**src/rtl/pin_select_pkg.sv**
```systemverilog
// constants, field layouts and carrier types of the control mode pin select block
// How it works
// - driven mode pin selects pin-controlled mode
// - pin mode: serial off, settings from pins
// - mode pin low 600mV, high 800mV range
// - edge pin low negative, high positive edge
// - floating edge pin gives double data rate
// - floating mode pin selects serial control mode
// - serial mode: clock, data, select pins repurposed
package pin_select_pkg;

  localparam int unsigned ADDR_W       = 8;
  localparam int unsigned DATA_W       = 32;
  localparam int unsigned FILT_W       = 8;
  localparam int unsigned COUNT_W      = 16;

  localparam logic [7:0]  CTRL_OFFSET    = 8'h00;
  localparam logic [7:0]  FILTER_OFFSET  = 8'h04;
  localparam logic [7:0]  STATUS_OFFSET  = 8'h08;
  localparam logic [7:0]  SCLK_OFFSET    = 8'h0c;
  localparam logic [7:0]  CHANGES_OFFSET = 8'h10;
  localparam logic [7:0]  PINS_OFFSET    = 8'h14;

  localparam int unsigned CTRL_RANGE_BIT = 0;
  localparam int unsigned CTRL_EDGE_BIT  = 1;
  localparam int unsigned CTRL_DDR_BIT   = 2;
  localparam int unsigned CTRL_SWING_BIT = 3;
  localparam int unsigned CTRL_W         = 4;
  localparam int unsigned STAT_SEL_BIT   = 5;
  localparam int unsigned STAT_CHG_BIT   = 8;

  localparam logic [3:0]  CTRL_RESET     = 4'h0;
  localparam logic [7:0]  FILTER_RESET   = 8'h04;

  localparam logic [1:0]  RESP_OKAY      = 2'h0;
  localparam logic [1:0]  RESP_SLVERR    = 2'h2;

  // strap pin levels and whether the mode and edge pins are actively driven
  typedef struct packed {
    logic mode_level;
    logic mode_driven;
    logic edge_level;
    logic edge_driven;
    logic swing_level;
  } strap_s;

  // decoded configuration
  typedef struct packed {
    logic serial_mode;
    logic full_scale_high;
    logic output_edge_select;
    logic ddr;
    logic swing_high;
  } cfg_s;

  localparam int unsigned STRAP_W = $bits(strap_s);
  localparam int unsigned CFG_W   = $bits(cfg_s);

  typedef enum logic [0:0] {W_IDLE = 1'b0, W_RESP = 1'b1} wr_state_e;
  typedef enum logic [0:0] {R_IDLE = 1'b0, R_DATA = 1'b1} rd_state_e;

endpackage

```
**src/rtl/strap_filter.sv**
```systemverilog
// stability filter: a strap level is taken once it has held for a set number of cycles
`timescale 1ns/1ps
`default_nettype none
module strap_filter
  import pin_select_pkg::*;
#(
  parameter int unsigned WIDTH = STRAP_W,
  parameter int unsigned CNT_W = FILT_W
) (
  input  wire logic             clk,
  input  wire logic             srst,
  input  wire logic [WIDTH-1:0] raw,
  input  wire logic [CNT_W-1:0] stable_len,
  output var  logic [WIDTH-1:0] filt
);

  genvar i;
  generate
    for (i = 0; i < WIDTH; i++) begin : g_bit
      logic [CNT_W-1:0] cnt;
      logic             held;
      wire              differs = raw[i] != held;
      wire              settled = cnt >= stable_len;
      // one process per bit with its own level and counter, so each process drives its own variables
      assign filt[i] = held;
      always_ff @(posedge clk) begin
        if (srst) begin
          held <= 1'b0;
          cnt  <= '0;
        end else if (!differs) begin
          cnt <= '0;
        end else if (settled) begin
          held <= raw[i];
          cnt  <= '0;
        end else begin
          cnt <= cnt + 1'b1;
        end
      end
    end
  endgenerate

endmodule
`default_nettype wire

```
**src/rtl/serial_port_gate.sv**
```systemverilog
// serial pin gating: passes clock, data and select only in serial mode, counts rising clock edges while select is active
`timescale 1ns/1ps
`default_nettype none
module serial_port_gate
  import pin_select_pkg::*;
(
  input  wire logic               clk,
  input  wire logic               srst,
  input  wire logic               serial_mode,
  input  wire logic               sclk_raw,
  input  wire logic               serial_if_data_raw,
  input  wire logic               select_raw_n,
  input  wire logic               count_clear,
  output logic                    serial_if_clk,
  output logic                    serial_if_data,
  output logic                    serial_if_select,
  output logic [COUNT_W-1:0]      sclk_count
);

  // outside serial mode every serial output is held low
  wire next_clk    = serial_mode & sclk_raw;
  wire next_data   = serial_mode & serial_if_data_raw;
  wire next_select = serial_mode & ~select_raw_n;
  wire clk_rise    = next_clk & ~serial_if_clk & next_select;

  always_ff @(posedge clk) begin
    if (srst) begin
      serial_if_clk    <= 1'b0;
      serial_if_data   <= 1'b0;
      serial_if_select <= 1'b0;
    end else begin
      serial_if_clk    <= next_clk;
      serial_if_data   <= next_data;
      serial_if_select <= next_select;
    end
  end

  always_ff @(posedge clk) begin
    if (srst || count_clear) begin
      sclk_count <= '0;
    end else if (clk_rise) begin
      sclk_count <= sclk_count + 1'b1;
    end
  end

endmodule
`default_nettype wire

```
**src/rtl/control_mode_pin_select.sv**
```systemverilog
// top: strap decode into pin or serial control mode, with an axi4-lite register slave
`timescale 1ns/1ps
`default_nettype none
module control_mode_pin_select
  import pin_select_pkg::*;
(
  input  wire logic              clk,
  input  wire logic              srst,
  // strap pins; edge level doubles as serial data, swing level as serial clock
  input  wire strap_s            strap_pins,
  input  wire logic              select_pin_n,
  // decoded configuration
  output cfg_s                   cfg,
  output logic                   serial_if_clk,
  output logic                   serial_if_data,
  output logic                   serial_if_select,
  // axi4-lite slave
  input  wire logic [ADDR_W-1:0] s_axi_awaddr,
  input  wire logic              s_axi_awvalid,
  output logic                   s_axi_awready,
  input  wire logic [DATA_W-1:0] s_axi_wdata,
  input  wire logic [3:0]        s_axi_wstrb,
  input  wire logic              s_axi_wvalid,
  output logic                   s_axi_wready,
  output logic [1:0]             s_axi_bresp,
  output logic                   s_axi_bvalid,
  input  wire logic              s_axi_bready,
  input  wire logic [ADDR_W-1:0] s_axi_araddr,
  input  wire logic              s_axi_arvalid,
  output logic                   s_axi_arready,
  output logic [DATA_W-1:0]      s_axi_rdata,
  output logic [1:0]             s_axi_rresp,
  output logic                   s_axi_rvalid,
  input  wire logic              s_axi_rready
);

  logic [CTRL_W-1:0]  ctrl;
  logic [FILT_W-1:0]  filter_len;
  logic               changed;
  logic [7:0]         change_count;
  logic [COUNT_W-1:0] sclk_count;
  wr_state_e          wr_state;
  rd_state_e          rd_state;
  logic               aw_hold;
  logic               w_hold;
  logic [ADDR_W-1:0]  aw_addr_q;
  logic [DATA_W-1:0]  w_data_q;
  logic [3:0]         w_strb_q;

  // strap filtering

  strap_s strap_f;
  logic [STRAP_W-1:0] strap_f_bits;

  strap_filter #(
    .WIDTH (STRAP_W),
    .CNT_W (FILT_W)
  ) u_filter (
    .clk        (clk),
    .srst       (srst),
    .raw        (strap_pins),
    .stable_len (filter_len),
    .filt       (strap_f_bits)
  );

  assign strap_f = strap_f_bits;

  // mode and setting decode

  wire serial_now = ~strap_f.mode_driven;
  wire pin_range  = strap_f.mode_level;
  wire pin_ddr    = ~strap_f.edge_driven;
  wire pin_edge   = strap_f.edge_driven & strap_f.edge_level;
  wire pin_swing  = strap_f.swing_level;

  cfg_s next_cfg;
  assign next_cfg.serial_mode        = serial_now;
  assign next_cfg.full_scale_high    = serial_now ? ctrl[CTRL_RANGE_BIT] : pin_range;
  assign next_cfg.output_edge_select = serial_now ? ctrl[CTRL_EDGE_BIT] : pin_edge;
  assign next_cfg.ddr                = serial_now ? ctrl[CTRL_DDR_BIT] : pin_ddr;
  assign next_cfg.swing_high         = serial_now ? ctrl[CTRL_SWING_BIT] : pin_swing;

  wire cfg_change = next_cfg != cfg;

  always_ff @(posedge clk) begin
    if (srst) begin
      cfg <= '0;
    end else begin
      cfg <= next_cfg;
    end
  end

  // serial pins, gated by the registered mode

  wire sclk_clear;

  serial_port_gate u_gate (
    .clk              (clk),
    .srst             (srst),
    .serial_mode      (cfg.serial_mode),
    .sclk_raw         (strap_pins.swing_level),
    .serial_if_data_raw        (strap_pins.edge_level),
    .select_raw_n     (select_pin_n),
    .count_clear      (sclk_clear),
    .serial_if_clk    (serial_if_clk),
    .serial_if_data   (serial_if_data),
    .serial_if_select (serial_if_select),
    .sclk_count       (sclk_count)
  );

  // axi write channel

  wire aw_fire = s_axi_awvalid & s_axi_awready;
  wire w_fire  = s_axi_wvalid & s_axi_wready;
  wire next_aw_hold = aw_hold | aw_fire;
  wire next_w_hold  = w_hold | w_fire;
  wire do_write = (wr_state == W_IDLE) & next_aw_hold & next_w_hold;
  wire b_fire   = s_axi_bvalid & s_axi_bready;

  wire [ADDR_W-1:0] wr_addr = aw_fire ? s_axi_awaddr : aw_addr_q;
  wire [DATA_W-1:0] wr_data = w_fire ? s_axi_wdata : w_data_q;
  wire [3:0]        wr_strb = w_fire ? s_axi_wstrb : w_strb_q;

  wire wr_ctrl    = do_write & (wr_addr == CTRL_OFFSET);
  wire wr_filter  = do_write & (wr_addr == FILTER_OFFSET);
  wire wr_status  = do_write & (wr_addr == STATUS_OFFSET);
  wire wr_sclk    = do_write & (wr_addr == SCLK_OFFSET);
  wire wr_changes = do_write & (wr_addr == CHANGES_OFFSET);
  wire wr_pins    = do_write & (wr_addr == PINS_OFFSET);
  wire wr_mapped  = wr_ctrl | wr_filter | wr_status | wr_sclk | wr_changes | wr_pins;

  assign sclk_clear = wr_sclk & wr_strb[0];

  wire chg_clear = wr_status & wr_strb[1] & wr_data[STAT_CHG_BIT];

  always_ff @(posedge clk) begin
    if (srst) begin
      aw_hold   <= 1'b0;
      w_hold    <= 1'b0;
      aw_addr_q <= '0;
      w_data_q  <= '0;
      w_strb_q  <= '0;
    end else begin
      aw_hold <= next_aw_hold & ~do_write;
      w_hold  <= next_w_hold & ~do_write;
      if (aw_fire) begin
        aw_addr_q <= s_axi_awaddr;
      end
      if (w_fire) begin
        w_data_q <= s_axi_wdata;
        w_strb_q <= s_axi_wstrb;
      end
    end
  end

  always_ff @(posedge clk) begin
    if (srst) begin
      wr_state      <= W_IDLE;
      s_axi_awready <= 1'b0;
      s_axi_wready  <= 1'b0;
      s_axi_bvalid  <= 1'b0;
      s_axi_bresp   <= RESP_OKAY;
    end else begin
      unique case (wr_state)
        W_IDLE: begin
          s_axi_awready <= ~next_aw_hold & ~do_write;
          s_axi_wready  <= ~next_w_hold & ~do_write;
          if (do_write) begin
            wr_state     <= W_RESP;
            s_axi_bvalid <= 1'b1;
            s_axi_bresp  <= wr_mapped ? RESP_OKAY : RESP_SLVERR;
          end
        end
        W_RESP: begin
          if (b_fire) begin
            wr_state      <= W_IDLE;
            s_axi_bvalid  <= 1'b0;
            s_axi_awready <= ~aw_hold;
            s_axi_wready  <= ~w_hold;
          end
        end
      endcase
    end
  end

  // software registers

  always_ff @(posedge clk) begin
    if (srst) begin
      ctrl       <= CTRL_RESET;
      filter_len <= FILTER_RESET;
    end else begin
      if (wr_ctrl && wr_strb[0]) begin
        ctrl <= wr_data[CTRL_W-1:0];
      end
      if (wr_filter && wr_strb[0]) begin
        filter_len <= wr_data[FILT_W-1:0];
      end
    end
  end

  // change flag: a new change wins over a clear in the same cycle
  always_ff @(posedge clk) begin
    if (srst) begin
      changed <= 1'b0;
    end else if (cfg_change) begin
      changed <= 1'b1;
    end else if (chg_clear) begin
      changed <= 1'b0;
    end
  end

  always_ff @(posedge clk) begin
    if (srst) begin
      change_count <= '0;
    end else if (wr_changes && wr_strb[0]) begin
      change_count <= '0;
    end else if (cfg_change && change_count != 8'hff) begin
      change_count <= change_count + 8'h01;
    end
  end

  // axi read channel

  wire ar_fire = s_axi_arvalid & s_axi_arready;
  wire r_fire  = s_axi_rvalid & s_axi_rready;

  wire [DATA_W-1:0] status_word = {
    {(DATA_W - STAT_CHG_BIT - 1){1'b0}},
    changed,
    {(STAT_CHG_BIT - STAT_SEL_BIT - 1){1'b0}},
    serial_if_select,
    cfg
  };

  logic [DATA_W-1:0] rd_word;
  logic              rd_ok;

  always_comb begin
    rd_word = '0;
    rd_ok   = 1'b1;
    unique case (s_axi_araddr)
      CTRL_OFFSET:    rd_word[CTRL_W-1:0]  = ctrl;
      FILTER_OFFSET:  rd_word[FILT_W-1:0]  = filter_len;
      STATUS_OFFSET:  rd_word              = status_word;
      SCLK_OFFSET:    rd_word[COUNT_W-1:0] = sclk_count;
      CHANGES_OFFSET: rd_word[7:0]         = change_count;
      PINS_OFFSET:    rd_word[STRAP_W-1:0] = strap_f_bits;
      default:        rd_ok                = 1'b0;
    endcase
  end

  always_ff @(posedge clk) begin
    if (srst) begin
      rd_state      <= R_IDLE;
      s_axi_arready <= 1'b0;
      s_axi_rvalid  <= 1'b0;
      s_axi_rdata   <= '0;
      s_axi_rresp   <= RESP_OKAY;
    end else begin
      unique case (rd_state)
        R_IDLE: begin
          s_axi_arready <= ~ar_fire;
          if (ar_fire) begin
            rd_state     <= R_DATA;
            s_axi_rvalid <= 1'b1;
            s_axi_rdata  <= rd_word;
            s_axi_rresp  <= rd_ok ? RESP_OKAY : RESP_SLVERR;
          end
        end
        R_DATA: begin
          if (r_fire) begin
            rd_state      <= R_IDLE;
            s_axi_rvalid  <= 1'b0;
            s_axi_arready <= 1'b1;
          end
        end
      endcase
    end
  end

endmodule
`default_nettype wire

```
**config.mk**
```make
export PLATFORM = sky130hd
export DESIGN_NAME = control_mode_pin_select
export DESIGN_NICKNAME = d
export VERILOG_FILES = /design/src/rtl/pin_select_pkg.sv /design/src/rtl/strap_filter.sv /design/src/rtl/serial_port_gate.sv /design/src/rtl/control_mode_pin_select.sv
export SDC_FILE = /design/constraint.sdc
export NUM_CORES = 1
export LEC_CHECK = 0
export CORE_AREA = 10 10 113 115
export DETAILED_ROUTE_END_ITERATION = 10
export DIE_AREA = 0 0 123 125
export DONT_BUFFER_PORTS = 1
export PLACE_DENSITY = 0.82
export SETUP_SLACK_MARGIN = 0.5
export SLEW_MARGIN = 20
export SYNTH_ARGS = -nofsm -noshare
export SYNTH_HDL_FRONTEND = slang
export SYNTH_SLANG_ARGS = --single-unit
export TNS_END_PERCENT = 10
```
**constraint.sdc**
```tcl
create_clock -name clk -period 5.2 [get_ports clk]
set_input_delay 0.52 -clock clk [delete_from_list [all_inputs] [get_ports clk]]
set_output_delay 0.52 -clock clk [all_outputs]
set_load 0.01 [all_outputs]
```
==> out/qor.txt <==
==========================================================================================
Utilization after layout                                                             68.3%
Total Routed Length                                                                16.3 mm
Net total in the final layout                                                          852
Port Buf Inserts                                                                         0
Max-Slew Margin vs Limit                                                             30.5%
Max-cap violations                                                                       0
Clock tree buffer depth                                                                  2
Unique masters post-synth                                                               63
CP Launch Type                                                                    register
Fmax                                                                             0.372 GHz
Number of enable-type register cells in the synthesized netlist                          0
Worst hold path type                                                                in2reg
Worst-case vdd ir drop                                                            0.272 mV
Number of buffers created by CTS                                                        17
Synthesized flop and latch total                                                       136
Per-instance average area after synthesis                                         8.90 um2
Warning count from the yosys run                                                         0
Met3 wire length                                                                   1.49 mm
GRT overflow                                                                             0
Unrepaired setup endpoints after global routing                                         no
Proportion of synthesized flip-flops having asynchronous set or reset                   0%
Share of synthesized cell area in full adder, half adder and majority cells          8.83%
Starting DRC count in detailed routing                                                 494
Antenna Cells                                                                            0
Number of buffers added for setup after CTS                                              0
Final slew viol count                                                                    0
Number of inserted filler cells in the final layout                                    804
Setup total negative slack                                                            0 ns
Detailed-route wire length on metal 1                                              6.47 mm
Worst Hold Slack                                                                 0.0491 ns
Placement row count                                                                     38
Post-layout worst setup margin                                                     2.51 ns
Initial antenna violation count                                                          0
Compound-Gate Fraction of Synth Area                                                 12.1%
Clock network latency to the later pin of the worst-skew pair                      0.54 ns
Leading cell types in the layout, fill and taps excluded                      dfxtp_1, nor2_1, nand2_1
Initial core utilization                                                             62.8%
Data required time of the worst path                                               5.63 ns
Post-Place Worst Slack                                                             2.55 ns
Vias                                                                                  5349
Main combinational cell family by area after synthesis                        simple AND/OR/NAND/NOR gates
Resize count post-CTS                                                                    0
Met2 wire len                                                                      7.95 mm
H-tree depth reported by CTS                                                             4
Placed Cells incl. Taps                                                                861
Area Overhead vs Synth                                                               8.72%
Data arrival time of the critical path                                             3.12 ns
Horizontal extent of the die                                                        123 um
Power per unit of standard cell area                                            333 mW/mm2
Layout cell share with drive strength beyond 1                                       5.71%
Leading cell type in the layout, fill and taps excluded                            dfxtp_1
Count of final setup violators                                                           0
Maximum fanout along the worst path                                                     13
Fin crit share                                                                       51.7%
Worst-Margin Slew                                                                  1.03 ns
CTS tree                                                                             built
Number of failing hold endpoints at the final stage                                      0
Via count of the first global-routing pass                                            5346
Result of the run                                                             finished, final reports clean
Worst R2R Path Depth                                                                     6
Post-detailed-route via-to-cell ratio                                                 5.99
Final design area excluding fillers                                            0.00724 mm2
Root cell of the clock tree                                                       clkbuf_8
Placed Area                                                                    0.00665 mm2
First-pass GRT wire length                                                         26.4 mm
Endpoint class of the critical path                                               register
Standard cell core area                                                         0.0106 mm2
CTS Hold Buffers Added                                                                   0
Sinks on the clock net                                                                 136
Die outline height                                                                  125 um
Minimum clock period after layout                                                  2.69 ns
Register clock-pin slew on the reported worst setup and hold paths                 0.06 ns
Power consumption                                                                  2.41 mW
Average routed wire per standard cell                                              18.3 um
IO Pins                                                                                114
Count of nets left with antenna violations after detail routing                          0
Non-filler instance count after layout                                                 893
Flip-flop cell with the highest count after synthesis                              dfxtp_1
Mux cell area share after synthesis                                                  4.47%
Number of cells produced by synthesis                                                  748
Xor and xnor fraction of the mapped netlist area                                     7.11%
Leakage dissipation                                                                2.90 nW
Die area                                                                        0.0154 mm2
Synthesized cell area                                                          0.00666 mm2
Simple logic cell fraction of the synthesized area                                   21.7%
Highest routing layer actually used                                                   met4
Overall fraction of global-route tracks in use                                       21.4%
DRC violation count after routing                                                        0
Worst clock skew on the final layout                                            0.00902 ns
Weighted congestion reported at the end of routability-driven placement              0.927
Sequential fraction of the synthesis area                                            40.9%
First-pass iteration count of the detailed router                                        7
Worst Path Class, Setup                                                            reg2reg
Hold Crit Depth                                                                          1
Hpwl dp                                                                            11.9 mm
Pin count of the biggest net entering global routing                                    65
==========================================================================================
## layer usage
layer	track usage [%]	vias up
li1	-	2606
met1	22.8	2526
met2	35.7	182
met3	9.09	35
met4	10.3	0
met5	0	-
## state kept, by name, summed over array words and instances (netlist names), 2 cells and up
signal / flops
ctrl: 4
u_filter.g_bit.held: 5
s_axi_rdata: 16
aw_addr_q: 8
u_filter.g_bit.cnt: 40
w_strb_q: 2
cfg: 5
filter_len: 8
w_data_q: 9
u_gate.sclk_count: 16
change_count: 8
## cell usage after synthesis (8+ instances only)
cell type	n	share of area, %
dfxtp_1	136	41
nor2_1	98	5.5
nand2_1	57	3.2
nand3_1	52	3.9
ha_1	47	8.8
a21oi_1	42	3.2
xor2_1	36	4.7
mux2i_1	23	3.5
and3_1	20	1.9
buf_4	19	2.1
xnor2_1	18	2.4
inv_1	16	0.90
nor3_1	16	1.2
o21ai_1	16	1.2
clkbuf_1	12	0.68
o21ai_0	11	0.83
a211oi_1	10	1.1
buf_1	9	0.51
nand2b_1	8	0.75
nand4_1	8	0.75
## worst paths after layout
check | start | end | slack [ns]
worst max-delay path | s_axi_wready | change_count[2] | 2.51
worst min-delay path | select_pin_n | u_gate.serial_if_select | 0.05
worst max register to register | s_axi_wready | change_count[2] | 2.51
worst min register to register | aw_addr_q[6] | aw_addr_q[6] | 0.46
## cell families after synthesis
| group | count (synthesis) |
|---|---|
| other | 1 |
| muxes | 28 |
| DFF | 136 |
| AOI/OAI and AO/OA | 123 |
| xor gates and xnor gates | 54 |
| and+or+nand+nor | 297 |
| adders and majority gates | 47 |
| buffers and inverters | 62 |
## layout make-up
class / count / area [um2] / area share [%]
clock buffer: 21 / 439 / 6.07
clock inverter: 11 / 148 / 2.04
inverter: 17 / 63.8 / 0.882
multi-input combinational: 567 / 3680 / 50.9
sequential: 136 / 2720 / 37.6
tap: 140 / 175 / 2.42
timing repair buffer: 1 / 7.51 / 0.104
## power by group
| group | internal (mW) | total [mW] | leakage [nW] | switching [mW] |
|---|---|---|---|---|
| Combinational | 0.0431 | 0.116 | 1.53 | 0.0731 |
| Sequential | 1.07 | 1.10 | 1.10 | 0.0337 |
| Clock | 0.743 | 1.19 | 0.275 | 0.444 |
## worst max-delay path, stage by stage, from the launching register on
cell and delay [ns]:
dfxtp_1 0.49, nand2_1 0.43, mux2i_1 0.30, o21bai_1 0.25
o31ai_1 0.89, a41o_1 0.17, nor2_1 0.05
No activity file was read; power rests on OpenSTA's default activity.
